### config.mk
export PLATFORM = sky130hd
export DESIGN_NAME = pic_host
export DESIGN_NICKNAME = d
export VERILOG_FILES = /design/src/logic/pic_host_pkg.sv /design/src/logic/pic_host.sv
export SDC_FILE = /design/constraint.sdc
export NUM_CORES = 1
export LEC_CHECK = 0
export BUFFER_PORTS_ARGS = -buffer_cell sky130_fd_sc_hd__buf_2
export CORE_MARGIN = 2
export CORE_UTILIZATION = 30
export DETAILED_ROUTE_END_ITERATION = 7
export REMOVE_ABC_BUFFERS = 1
export SETUP_SLACK_MARGIN = 0.05
export SLEW_MARGIN = 20
export SYNTH_ARGS = -nofsm -noshare
export SYNTH_HDL_FRONTEND = slang
export SYNTH_SLANG_ARGS = --single-unit
### constraint.sdc
create_clock -name clk_sys -period 4.15 [get_ports clk_sys]
set_input_delay 0.6225 -clock clk_sys [delete_from_list [all_inputs] [get_ports clk_sys]]
set_output_delay 0.6225 -clock clk_sys [all_outputs]
set_load 0.02 [all_outputs]
### src/logic/pic_host_pkg.sv
// Package for the interrupt controller host: constants and carriers
`default_nettype none
package pic_host_pkg;
	// Own register map, byte addresses on APB
	localparam logic [11:0] ADDR_CTRL   = 12'h000;
	localparam logic [11:0] ADDR_WDATA  = 12'h004;
	localparam logic [11:0] ADDR_STATUS = 12'h008;
	localparam logic [11:0] ADDR_RDATA  = 12'h00C;
	localparam logic [11:0] ADDR_VECTOR = 12'h010;
	localparam logic [11:0] ADDR_CONFIG = 12'h014;
	// Control register fields
	localparam int CTRL_GO   = 0;
	localparam int CTRL_RD   = 1;
	localparam int CTRL_SEL  = 2;
	localparam int CTRL_ACK  = 3;
	// Config register fields
	localparam int CFG_FMT   = 0;
	localparam int CFG_BUF   = 1;
	localparam int CFG_MST   = 2;
	// Status register fields
	localparam int STS_BUSY  = 0;
	localparam int STS_INT   = 1;
	localparam int STS_DONE  = 2;
	localparam int STS_BENA  = 3;
	localparam int STS_CAS   = 4;
	// Strobe and setup timing in nanoseconds, rate in MHz
	localparam int CLK_MHZ     = 40;
	localparam int SETUP_NS    = 50;
	localparam int STROBE_NS   = 250;
	localparam int RECOVER_NS  = 200;
	localparam int SETUP_CYC   = (SETUP_NS * CLK_MHZ + 999) / 1000;
	localparam int STROBE_CYC  = (STROBE_NS * CLK_MHZ + 999) / 1000;
	localparam int RECOVER_CYC = (RECOVER_NS * CLK_MHZ + 999) / 1000;
	localparam logic [7:0] CNT_W = 8'h08;
	// Acknowledge pulse counts per processor format
	localparam logic [1:0] ACKS_8BIT  = 2'h3;
	localparam logic [1:0] ACKS_16BIT = 2'h2;
	localparam logic [31:0] RESET_WORD = 32'h00000000;

	// Pins toward the controller device
	typedef struct packed {
		logic       chip_select_n;
		logic       read_n;
		logic       write_n;
		logic       irq_acknowledge_n;
		logic       command_select;
		logic [7:0] data_out;
		logic       data_oe;
	} dev_pins_s;

	typedef enum logic [2:0] {
		ST_IDLE  = 3'b000,
		ST_SETUP = 3'b001,
		ST_PULSE = 3'b010,
		ST_HOLD  = 3'b011,
		ST_GAP   = 3'b100
	} phase_e;
endpackage
`default_nettype wire

### src/logic/pic_host.sv
// Host that drives the priority interrupt controller through its pins
// Contract
// - Write word sits on the data bus throughout the low write strobe.
// - Command select tied to lowest address bit on byte buses; this host drives it from control bit CTRL_SEL instead.
// - Edge mode: request registers on rising edge, held until acknowledged.
// - Vector bytes come one per acknowledge pulse.
//
// Our own choices: the address map and the APB interface to the registers.
`default_nettype none
module pic_host #(
	parameter int SETUP_CYCLES   = pic_host_pkg::SETUP_CYC,
	parameter int STROBE_CYCLES  = pic_host_pkg::STROBE_CYC,
	parameter int RECOVER_CYCLES = pic_host_pkg::RECOVER_CYC
) (
	input  wire logic        clk_sys,
	input  wire logic        sys_rst,
	input  wire logic        psel,
	input  wire logic        penable,
	input  wire logic        pwrite,
	input  wire logic [11:0] paddr,
	input  wire logic [31:0] pwdata,
	output var  logic [31:0] prdata,
	output var  logic        pready,
	output var  logic        pslverr,
	output var  logic        chip_select_n,
	output var  logic        read_n,
	output var  logic        write_n,
	output var  logic        irq_acknowledge_n,
	output var  logic        command_select,
	input  wire logic [7:0]  host_data_bus_in,
	output var  logic [7:0]  host_data_bus_out,
	output var  logic        host_data_bus_oe,
	input  wire logic        device_irq,
	input  wire logic        slave_prog_buf_enable_in,
	output var  logic        slave_prog_buf_enable_out,
	output var  logic        slave_prog_buf_enable_oe,
	input  wire logic [2:0]  cascade_id_lines_in
);
	localparam logic [7:0] SETUP_N   = 8'(SETUP_CYCLES);
	localparam logic [7:0] STROBE_N  = 8'(STROBE_CYCLES);
	localparam logic [7:0] RECOVER_N = 8'(RECOVER_CYCLES);

	pic_host_pkg::phase_e  phase;
	pic_host_pkg::dev_pins_s pins;
	logic [7:0]  timer;
	logic [7:0]  wdata;
	logic [7:0]  rdata;
	logic [23:0] vector;
	logic [1:0]  acks_left;
	logic [1:0]  ack_idx;
	logic        op_read;
	logic        op_sel;
	logic        op_ack;
	logic        done;
	logic [2:0]  cfg;
	logic [2:0]  irq_sync;
	logic        irq_level;
	logic [2:0]  spen_sync;
	logic        spen_level;
	logic [2:0]  cas_s1;
	logic [2:0]  cas_s2;
	logic [2:0]  cas_s3;
	logic [2:0]  cas_level;
	logic        setup_pulse;
	logic        go;
	logic        wr_acc;
	logic        rd_acc;

	// Access phase completes in one cycle; control writes while busy start nothing
	assign wr_acc = psel && penable && pwrite;
	assign rd_acc = psel && !penable && !pwrite;
	assign go = wr_acc && paddr == pic_host_pkg::ADDR_CTRL
		&& pwdata[pic_host_pkg::CTRL_GO]
		&& phase == pic_host_pkg::ST_IDLE;

	// Device pins run asynchronous: three stages, change when 2nd and 3rd agree
	always_ff @(posedge clk_sys or posedge sys_rst)
	begin
		if (sys_rst)
		begin
			irq_sync  <= 3'h0;
			irq_level <= 1'b0;
			spen_sync <= 3'h0;
			spen_level <= 1'b0;
			cas_s1 <= 3'h0;
			cas_s2 <= 3'h0;
			cas_s3 <= 3'h0;
			cas_level <= 3'h0;
		end
		else
		begin
			irq_sync  <= {irq_sync[1:0], device_irq};
			spen_sync <= {spen_sync[1:0], slave_prog_buf_enable_in};
			cas_s1 <= cascade_id_lines_in;
			cas_s2 <= cas_s1;
			cas_s3 <= cas_s2;
			if (irq_sync[1] == irq_sync[2])
				irq_level <= irq_sync[2];
			if (spen_sync[1] == spen_sync[2])
				spen_level <= spen_sync[2];
			if (cas_s2 == cas_s3)
				cas_level <= cas_s3;
		end
	end

	// Configuration: format, buffered mode, master strap drive
	always_ff @(posedge clk_sys or posedge sys_rst)
	begin
		if (sys_rst)
			cfg <= 3'h0;
		else if (wr_acc && paddr == pic_host_pkg::ADDR_CONFIG)
			cfg <= pwdata[2:0];
	end

	// Shared pin: in buffered mode the device drives it, else we strap it
	always_ff @(posedge clk_sys or posedge sys_rst)
	begin
		if (sys_rst)
		begin
			slave_prog_buf_enable_out <= 1'b1;
			slave_prog_buf_enable_oe  <= 1'b0;
		end
		else
		begin
			slave_prog_buf_enable_oe  <= !cfg[pic_host_pkg::CFG_BUF];
			slave_prog_buf_enable_out <= cfg[pic_host_pkg::CFG_MST];
		end
	end

	// Write data register
	always_ff @(posedge clk_sys or posedge sys_rst)
	begin
		if (sys_rst)
			wdata <= 8'h00;
		else if (wr_acc && paddr == pic_host_pkg::ADDR_WDATA)
			wdata <= pwdata[7:0];
	end

	// Sequencer: setup, strobe low, hold, recovery gap between strobes
	always_ff @(posedge clk_sys or posedge sys_rst)
	begin
		if (sys_rst)
		begin
			phase <= pic_host_pkg::ST_IDLE;
			timer <= 8'h00;
			op_read <= 1'b0;
			op_sel <= 1'b0;
			op_ack <= 1'b0;
			acks_left <= 2'h0;
			ack_idx <= 2'h0;
			done <= 1'b0;
			rdata <= 8'h00;
			vector <= 24'h000000;
			pins <= '{1'b1, 1'b1, 1'b1, 1'b1, 1'b0, 8'h00, 1'b0};
		end
		else
		begin
			if (rd_acc && paddr == pic_host_pkg::ADDR_STATUS && !go)
				done <= 1'b0;
			case (phase)
				pic_host_pkg::ST_IDLE:
				begin
					if (go)
					begin
						op_read <= pwdata[pic_host_pkg::CTRL_RD];
						op_sel  <= pwdata[pic_host_pkg::CTRL_SEL];
						op_ack  <= pwdata[pic_host_pkg::CTRL_ACK];
						acks_left <= cfg[pic_host_pkg::CFG_FMT]
							? pic_host_pkg::ACKS_16BIT
							: pic_host_pkg::ACKS_8BIT;
						ack_idx <= 2'h0;
						done <= 1'b0;
						if (pwdata[pic_host_pkg::CTRL_ACK])
							vector <= 24'h000000;
						// Select only for read/write, never acknowledge
						pins.chip_select_n <=
							pwdata[pic_host_pkg::CTRL_ACK];
						pins.command_select <=
							pwdata[pic_host_pkg::CTRL_SEL];
						pins.data_out <= wdata;
						pins.data_oe <= !pwdata[pic_host_pkg::CTRL_RD]
							&& !pwdata[pic_host_pkg::CTRL_ACK];
						timer <= SETUP_N;
						phase <= pic_host_pkg::ST_SETUP;
					end
				end
				pic_host_pkg::ST_SETUP:
				begin
					if (timer > 8'h01)
						timer <= timer - 8'h01;
					else
					begin
						if (op_ack)
							pins.irq_acknowledge_n <= 1'b0;
						else if (op_read)
							pins.read_n <= 1'b0;
						else
							pins.write_n <= 1'b0;
						timer <= STROBE_N;
						phase <= pic_host_pkg::ST_PULSE;
					end
				end
				pic_host_pkg::ST_PULSE:
				begin
					if (timer > 8'h01)
						timer <= timer - 8'h01;
					else
					begin
						// Sample before the strobe rises; data valid at end
						if (op_ack)
							vector <= {vector[15:0],
								host_data_bus_in};
						else if (op_read)
							rdata <= host_data_bus_in;
						pins.irq_acknowledge_n <= 1'b1;
						pins.read_n <= 1'b1;
						pins.write_n <= 1'b1;
						timer <= RECOVER_N;
						phase <= pic_host_pkg::ST_HOLD;
					end
				end
				pic_host_pkg::ST_HOLD:
				begin
					// Data held past strobe rise, then bus released
					pins.data_oe <= 1'b0;
					pins.chip_select_n <= 1'b1;
					ack_idx <= ack_idx + 2'h1;
					phase <= pic_host_pkg::ST_GAP;
				end
				default:
				begin
					if (timer > 8'h01)
						timer <= timer - 8'h01;
					else if (op_ack && ack_idx != acks_left)
					begin
						timer <= STROBE_N;
						pins.irq_acknowledge_n <= 1'b0;
						phase <= pic_host_pkg::ST_PULSE;
					end
					else
					begin
						done <= 1'b1;
						phase <= pic_host_pkg::ST_IDLE;
					end
				end
			endcase
		end
	end

	// Pins straight from flops
	assign chip_select_n     = pins.chip_select_n;
	assign read_n            = pins.read_n;
	assign write_n           = pins.write_n;
	assign irq_acknowledge_n = pins.irq_acknowledge_n;
	assign command_select    = pins.command_select;
	assign host_data_bus_out = pins.data_out;
	assign host_data_bus_oe  = pins.data_oe;

	// APB slave: zero wait states, error on unmapped addresses
	always_ff @(posedge clk_sys or posedge sys_rst)
	begin
		if (sys_rst)
		begin
			prdata <= pic_host_pkg::RESET_WORD;
			pready <= 1'b0;
			pslverr <= 1'b0;
		end
		else
		begin
			pready <= psel && !penable;
			pslverr <= 1'b0;
			if (rd_acc)
			begin
				case (paddr)
					pic_host_pkg::ADDR_STATUS:
						prdata <= {25'h0, cas_level, spen_level, done,
							irq_level, phase != pic_host_pkg::ST_IDLE};
					pic_host_pkg::ADDR_RDATA:
						prdata <= {24'h0, rdata};
					pic_host_pkg::ADDR_VECTOR:
						prdata <= {8'h00, vector};
					pic_host_pkg::ADDR_CONFIG:
						prdata <= {29'h0, cfg};
					pic_host_pkg::ADDR_WDATA:
						prdata <= {24'h0, wdata};
					pic_host_pkg::ADDR_CTRL:
						prdata <= pic_host_pkg::RESET_WORD;
					default:
					begin
						prdata <= pic_host_pkg::RESET_WORD;
						pslverr <= 1'b1;
					end
				endcase
			end
			else if (psel && !penable && pwrite)
			begin
				prdata <= pic_host_pkg::RESET_WORD;
				pslverr <= !(paddr == pic_host_pkg::ADDR_CTRL
					|| paddr == pic_host_pkg::ADDR_WDATA
					|| paddr == pic_host_pkg::ADDR_CONFIG);
			end
		end
	end
endmodule
`default_nettype wire

Word-level counts from Yosys, hierarchy flattened
Index checks and enable logic that the tools add are counted.

storage, ports and cells
  register bits after elaboration = 131
  bits of input ports = 62
  output and inout bits = 50
  logic and storage cells = 149

operators by class
  add/sub/neg operators = 2
  order comparisons = 1
  equal/unequal tests = 22
  muxes and demuxes = 45
  bitwise gates (word level) = 4
  reduce and logical (&&, ||, !) cells = 44

operators with widths
  kind                                                  number
  case mux 24 bit (5 select lines)                      1
  2-to-1 mux 24 bit                                     4
  2-to-1 mux 32 bit                                     2
  case mux 24 bit (2 select lines)                      1
  2-to-1 mux 8 bit                                      5
  case mux 8 bit (4 select lines)                       1
  equality test 12 x 4 -> 1 bit, second input constant  2
  equality test 12 x 5 -> 1 bit, second input constant  2
  2-to-1 mux 3 bit                                      6
  inequality test 2 bit, second input constant          9
  2-to-1 mux 1 bit                                      15
  AND reduction 5 bit                                   3
  logical AND 1 bit                                     14
  equality test 12 x 3 -> 1 bit, second input constant  1
  logical NOT 12 bit                                    1
  case mux 3 bit (4 select lines)                       1
  AND reduction 4 bit                                   3
  > comparator 8 x 1 -> 1 bit, second input constant    1
  case mux 2 bit (2 select lines)                       2
  nonzero test 2 bit                                    4
  subtractor 8 x 1 -> 8 bit, second input constant      1
  logical NOT 1 bit                                     7
  equality test 3 x 2 -> 1 bit, second input constant   2
  2-to-1 mux 2 bit                                      3
  other kinds (18)                                      27

Depth between registers and ports, before layout
  depth in word-level cells = 11
  depth in mapped cells = 9
  depth with buffers taken out = 7

Worst setup path before layout
Ideal clock, no wire load.

  path kind = input-to-reg
  start point = input paddr[0]
  end point = register timer[3]
  setup time = 0.121 ns
  data arrival time = 2.557 ns
  data required time = 4.029 ns
  setup slack = 1.472 ns
  stages on the path = 5
  path buffers = 0
  cell sequence = or4_4 or4_4 or3_1 a221o_1 a22o_1

between the ends
  longest elaborated chain between the ends = 6

RTL lines
  item                                    RTL line         source
  start: declaration                      pic_host.sv:20   input wire logic [11:0] paddr,
  logical NOT 12 bit                      pic_host.sv:72   assign go = wr_acc && paddr == pic_host_pkg::ADDR_CTRL
  logical AND 1 bit                       pic_host.sv:72
  logical AND 1 bit                       pic_host.sv:73   && pwdata[pic_host_pkg::CTRL_GO]
  logical AND 1 bit                       pic_host.sv:74   && phase == pic_host_pkg::ST_IDLE;
  inequality test 2 bit (no source line)  n/a
  AND reduction 3 bit (no source line)    n/a
  end signal: assignment                  pic_host.sv:190  timer <= timer - 8'h01;
  end signal: assignment                  pic_host.sv:206  timer <= timer - 8'h01;
  end signal: assignment                  pic_host.sv:233  timer <= timer - 8'h01;
  end: declaration                        pic_host.sv:45   logic [7:0] timer;

No other way between the ends.
A chain may end at the register's enable or synchronous reset.

Final worst setup path
  start point = register timer[5]
  end point = register rdata[7]

between the ends
  longest elaborated chain between the ends = 3

RTL lines
  item                                  RTL line         source
  > comparator 8 x 1 -> 1 bit           pic_host.sv:205  if (timer > 8'h01)
  NOT 1 bit (no source line)            n/a
  AND reduction 4 bit (no source line)  n/a
  end signal: assignment                pic_host.sv:214  rdata <= host_data_bus_in;
  end: declaration                      pic_host.sv:47   logic [7:0] rdata;

No other way between the ends.

==> implementation parameters <==
Parameter                              Value

Outcome
  Outcome    finished clean

Drt
  Routed len/inst    15.52 um
  Vias per inst    between 4 and 5
  DRT iter0 DRCs    roughly 300
  Post-route antenna net violation count    0
  Wirelength, routed    12.10 mm
  Number of remaining DRC errors    0
  Total number of vias    3775
  First drt pass iteration count    5

STA
  Worst slew pin tran    between 900 and 1000 ps
  Post-layout worst setup margin    1375 ps
  Worst hold slack    320.3 ps
  Number of hold violations in the final report    0
  Tcrit/Tclk final    0.6686
  RSZ-0062 raised after global routing    no
  Final count of pins violating max slew    0
  Number of failing setup endpoints in the final timing report    0
  Setup total negative slack    0 ps
  Peak Freq    360.4 MHz
  Worst slew margin    0.3956
  Final worst clock skew    between 5 and 6 ps
  Final worst path period need    about 2800 ps

Run
  Max-cap violations    0

Clock tree
  CTS Hold Buffers Added    0
  Level count of the clock H-tree    4
  Worst-Skew Late Latency    410 ps
  Resized Gates After CTS    0
  TritonCTS clock tree    built
  Buffers inserted by post-CTS timing repair    0
  Number of buffers added by the clock tree synthesis step    17
  Sinks on the clock net    about 120
  Cell at the root of the clock tree    clkbuf_16
  Clock input transition at the sequential cells of the worst setup and hold paths    60 ps
  Maximum clock path buffer count    2

Setup path
  Arrival time of the worst setup path    3060 ps
  Maximum net fanout on the critical path    9
  Critical Path Sink Type    register
  Required time at the endpoint of the critical path    4440 ps
  Path type of the worst setup path    register to register
  Nature of the critical path startpoint    register

Finish
  Most frequent cells in the layout    dfrtp_1 (118), buf_2 (79), nand2_1 (67)
  Leading cell type in the layout, fill and taps excluded    dfrtp_1
  Fill cell total of the finished layout    1701
  Finished layout cell area    6414 um2
  Total Nets Final    slightly above 600
  Share of post-route cells with drive strength above 1    0.3014
  Syn-to-layout area delta    23.46%

Yosys
  Synthesized-area fraction occupied by adder cells    0.008671
  Proportion of synthesized flip-flops having asynchronous set or reset    1.000
  Cell types with the largest area share after synthesis    dfrtp_1 (57%), mux2_2 (7.6%), nand2_1 (4.8%)
  Synth Warn #    0
  Seq cells post-synth    123
  Synthesized-area fraction occupied by ao, oa, aoi and oai cells    0.1356
  Share of cell area taken by muxes after synthesis    0.08165
  Cell type with the highest aggregate area in the netlist    dfrtp_1
  Area share of and/or/nand/nor cells after synthesis    0.1322
  Main combinational cell family by area after synthesis    compound AO/OA/AOI/OAI gates
  Top-area cell type share of the netlist area    0.5684
  Primary flip-flop cell chosen by synthesis mapping    dfrtp_1
  EDFF count, synth    0
  Synthesized instance count    between 400 and 500
  Sequential share of the synthesized area    0.5937
  Syn Area/Cell    11.27 um2
  Summed instance area of the synthesized netlist    between 5000 and 6000 um2
  Xor and xnor fraction of the mapped netlist area    0.008430
  Unique masters post-synth    50

Place
  Count of input and output buffers    79
  Detailed placement HPWL    8.271 mm
  Final Wtd Congestion    0.7969
  Post-Place Cell Area    5808 um2
  Minimum setup slack after placement    1040 ps

Global routing
  Initial antenna violation count    0
  Overflow left after global routing    0
  Number of global-route vias before repair    3746
  Pin count of the biggest net entering global routing    77
  First-pass GRT wire length    a little under 20 mm
  Global router's overall resource usage    0.1389

Die
  Core area    around 17000 um2
  Number of top-level design ports    112
  Area of the die    around 18000 um2
  X dimension of the die    135.6 um
  Std-Cell Rows    48
  Vert. Die Dim    135.6 um
  Initial cell density of the core    0.3035

Pwr
  Worst-case vdd ir drop    about 0.31 mV
  PD cells    534.9 nW/um2
  Leakage Power    3.080 nW

Hold path
  Class of the most critical hold timing path    input port to register
## critical path, stage by stage, from the launching register on
cell	delay, ps
dfrtp_1	390
or3_1	450
nor3_2	510
nand2_1	190
nor3_2	680
mux2_2	410
## synth_stat cells (all sizes together) (2+ instances only)
cell and number:
a21oi 10, a211oi 2, o21ai 46, and2 2, dfrtp 118, nand2b 5, ha 2, clkbuf 19
nor2 16, o21a 2, a222oi 4, nand3 13, nor3b 6, or3 6, xor2 4, nand2 67
maj3 2, or4 5, o31ai 3, nor4 3, inv 14, a22oi 8, a22o 21, mux2 35
buf 12, nor2b 2, dfstp 5, mux2i 3, o22ai 3, nor3 6, nor4b 2, a211o 2
## through the flow
step / cells / util / power (mW)
floorplan: 437 / - / 1.789
global placement: 747 / 0.3393 / 1.946
detailed placement: 747 / 0.3393 / 1.962
CTS: 779 / 0.3744 / 3.457
global route: 779 / 0.3746 / 3.605
finish: 780 / 0.3747 / 3.431
## layout make-up
| cell class | count | area, um2 | share of cell area |
|---|---|---|---|
| well taps | 225 | 281.5 | 0.04389 |
| repair buffers | 85 | 440.4 | 0.06867 |
| clock inverters | 7 | 85.08 | 0.01327 |
| inverters | 14 | 55.05 | 0.008584 |
| clock buffers | 25 | 515.5 | 0.08037 |
| multi-input cells | 300 | 1949 | 0.3039 |
| flip-flops and latches | 123 | 3084 | 0.4809 |
| diodes | 1 | 2.502 | 0.0003902 |
## flip-flops by register name (all words and copies together), names as in the netlist, 8 cells and up
signal,cells
host_data_bus_out,8
prdata,24
wdata,8
vector,24
rdata,8
timer,8
## per-layer routing
layer,routed length [um],GRT usage,up-vias,part of all wire
li1,-,-,1790,-
met4,229,0.04398,0,0.019
met3,766,0.04976,15,0.063
met5,0,0,-,0
met2,5614,0.2141,119,0.46
met1,5492,0.1827,1851,0.45
## cells by family (layout without fill, tap and decap cells)
kind of cell,Yosys count,count (layout)
and+or+nand+nor,138,138
adders and majority gates,4,4
buffers and inverters,45,131
muxes,38,38
other,1,9
xor gates and xnor gates,5,5
DFF,123,123
AOI/OAI and AO/OA,107,107
## power by group
group,switching [mW],total [mW],internal [mW]
combinational,0.346,0.551,0.205
clock,0.508,1.48,0.975
sequential,0.0933,1.40,1.30
total,0.947,3.43,2.48
## path summary, 6_finish.rpt
path                                   startpoint         end  slack, ps  cells past startpoint
min                        cascade_id_lines_in[1]   cas_s1[1]        320                      1
max in group asynchronous                 sys_rst      read_n       2750                      3
min reg2reg                             cas_s1[1]   cas_s2[1]        350                      0
min in group asynchronous                 sys_rst  vector[16]        420                      2
max reg2reg                              timer[5]    rdata[7]       1380                      5
max                                      timer[5]    rdata[7]       1380                      5
(Power assumes the default switching activity.)
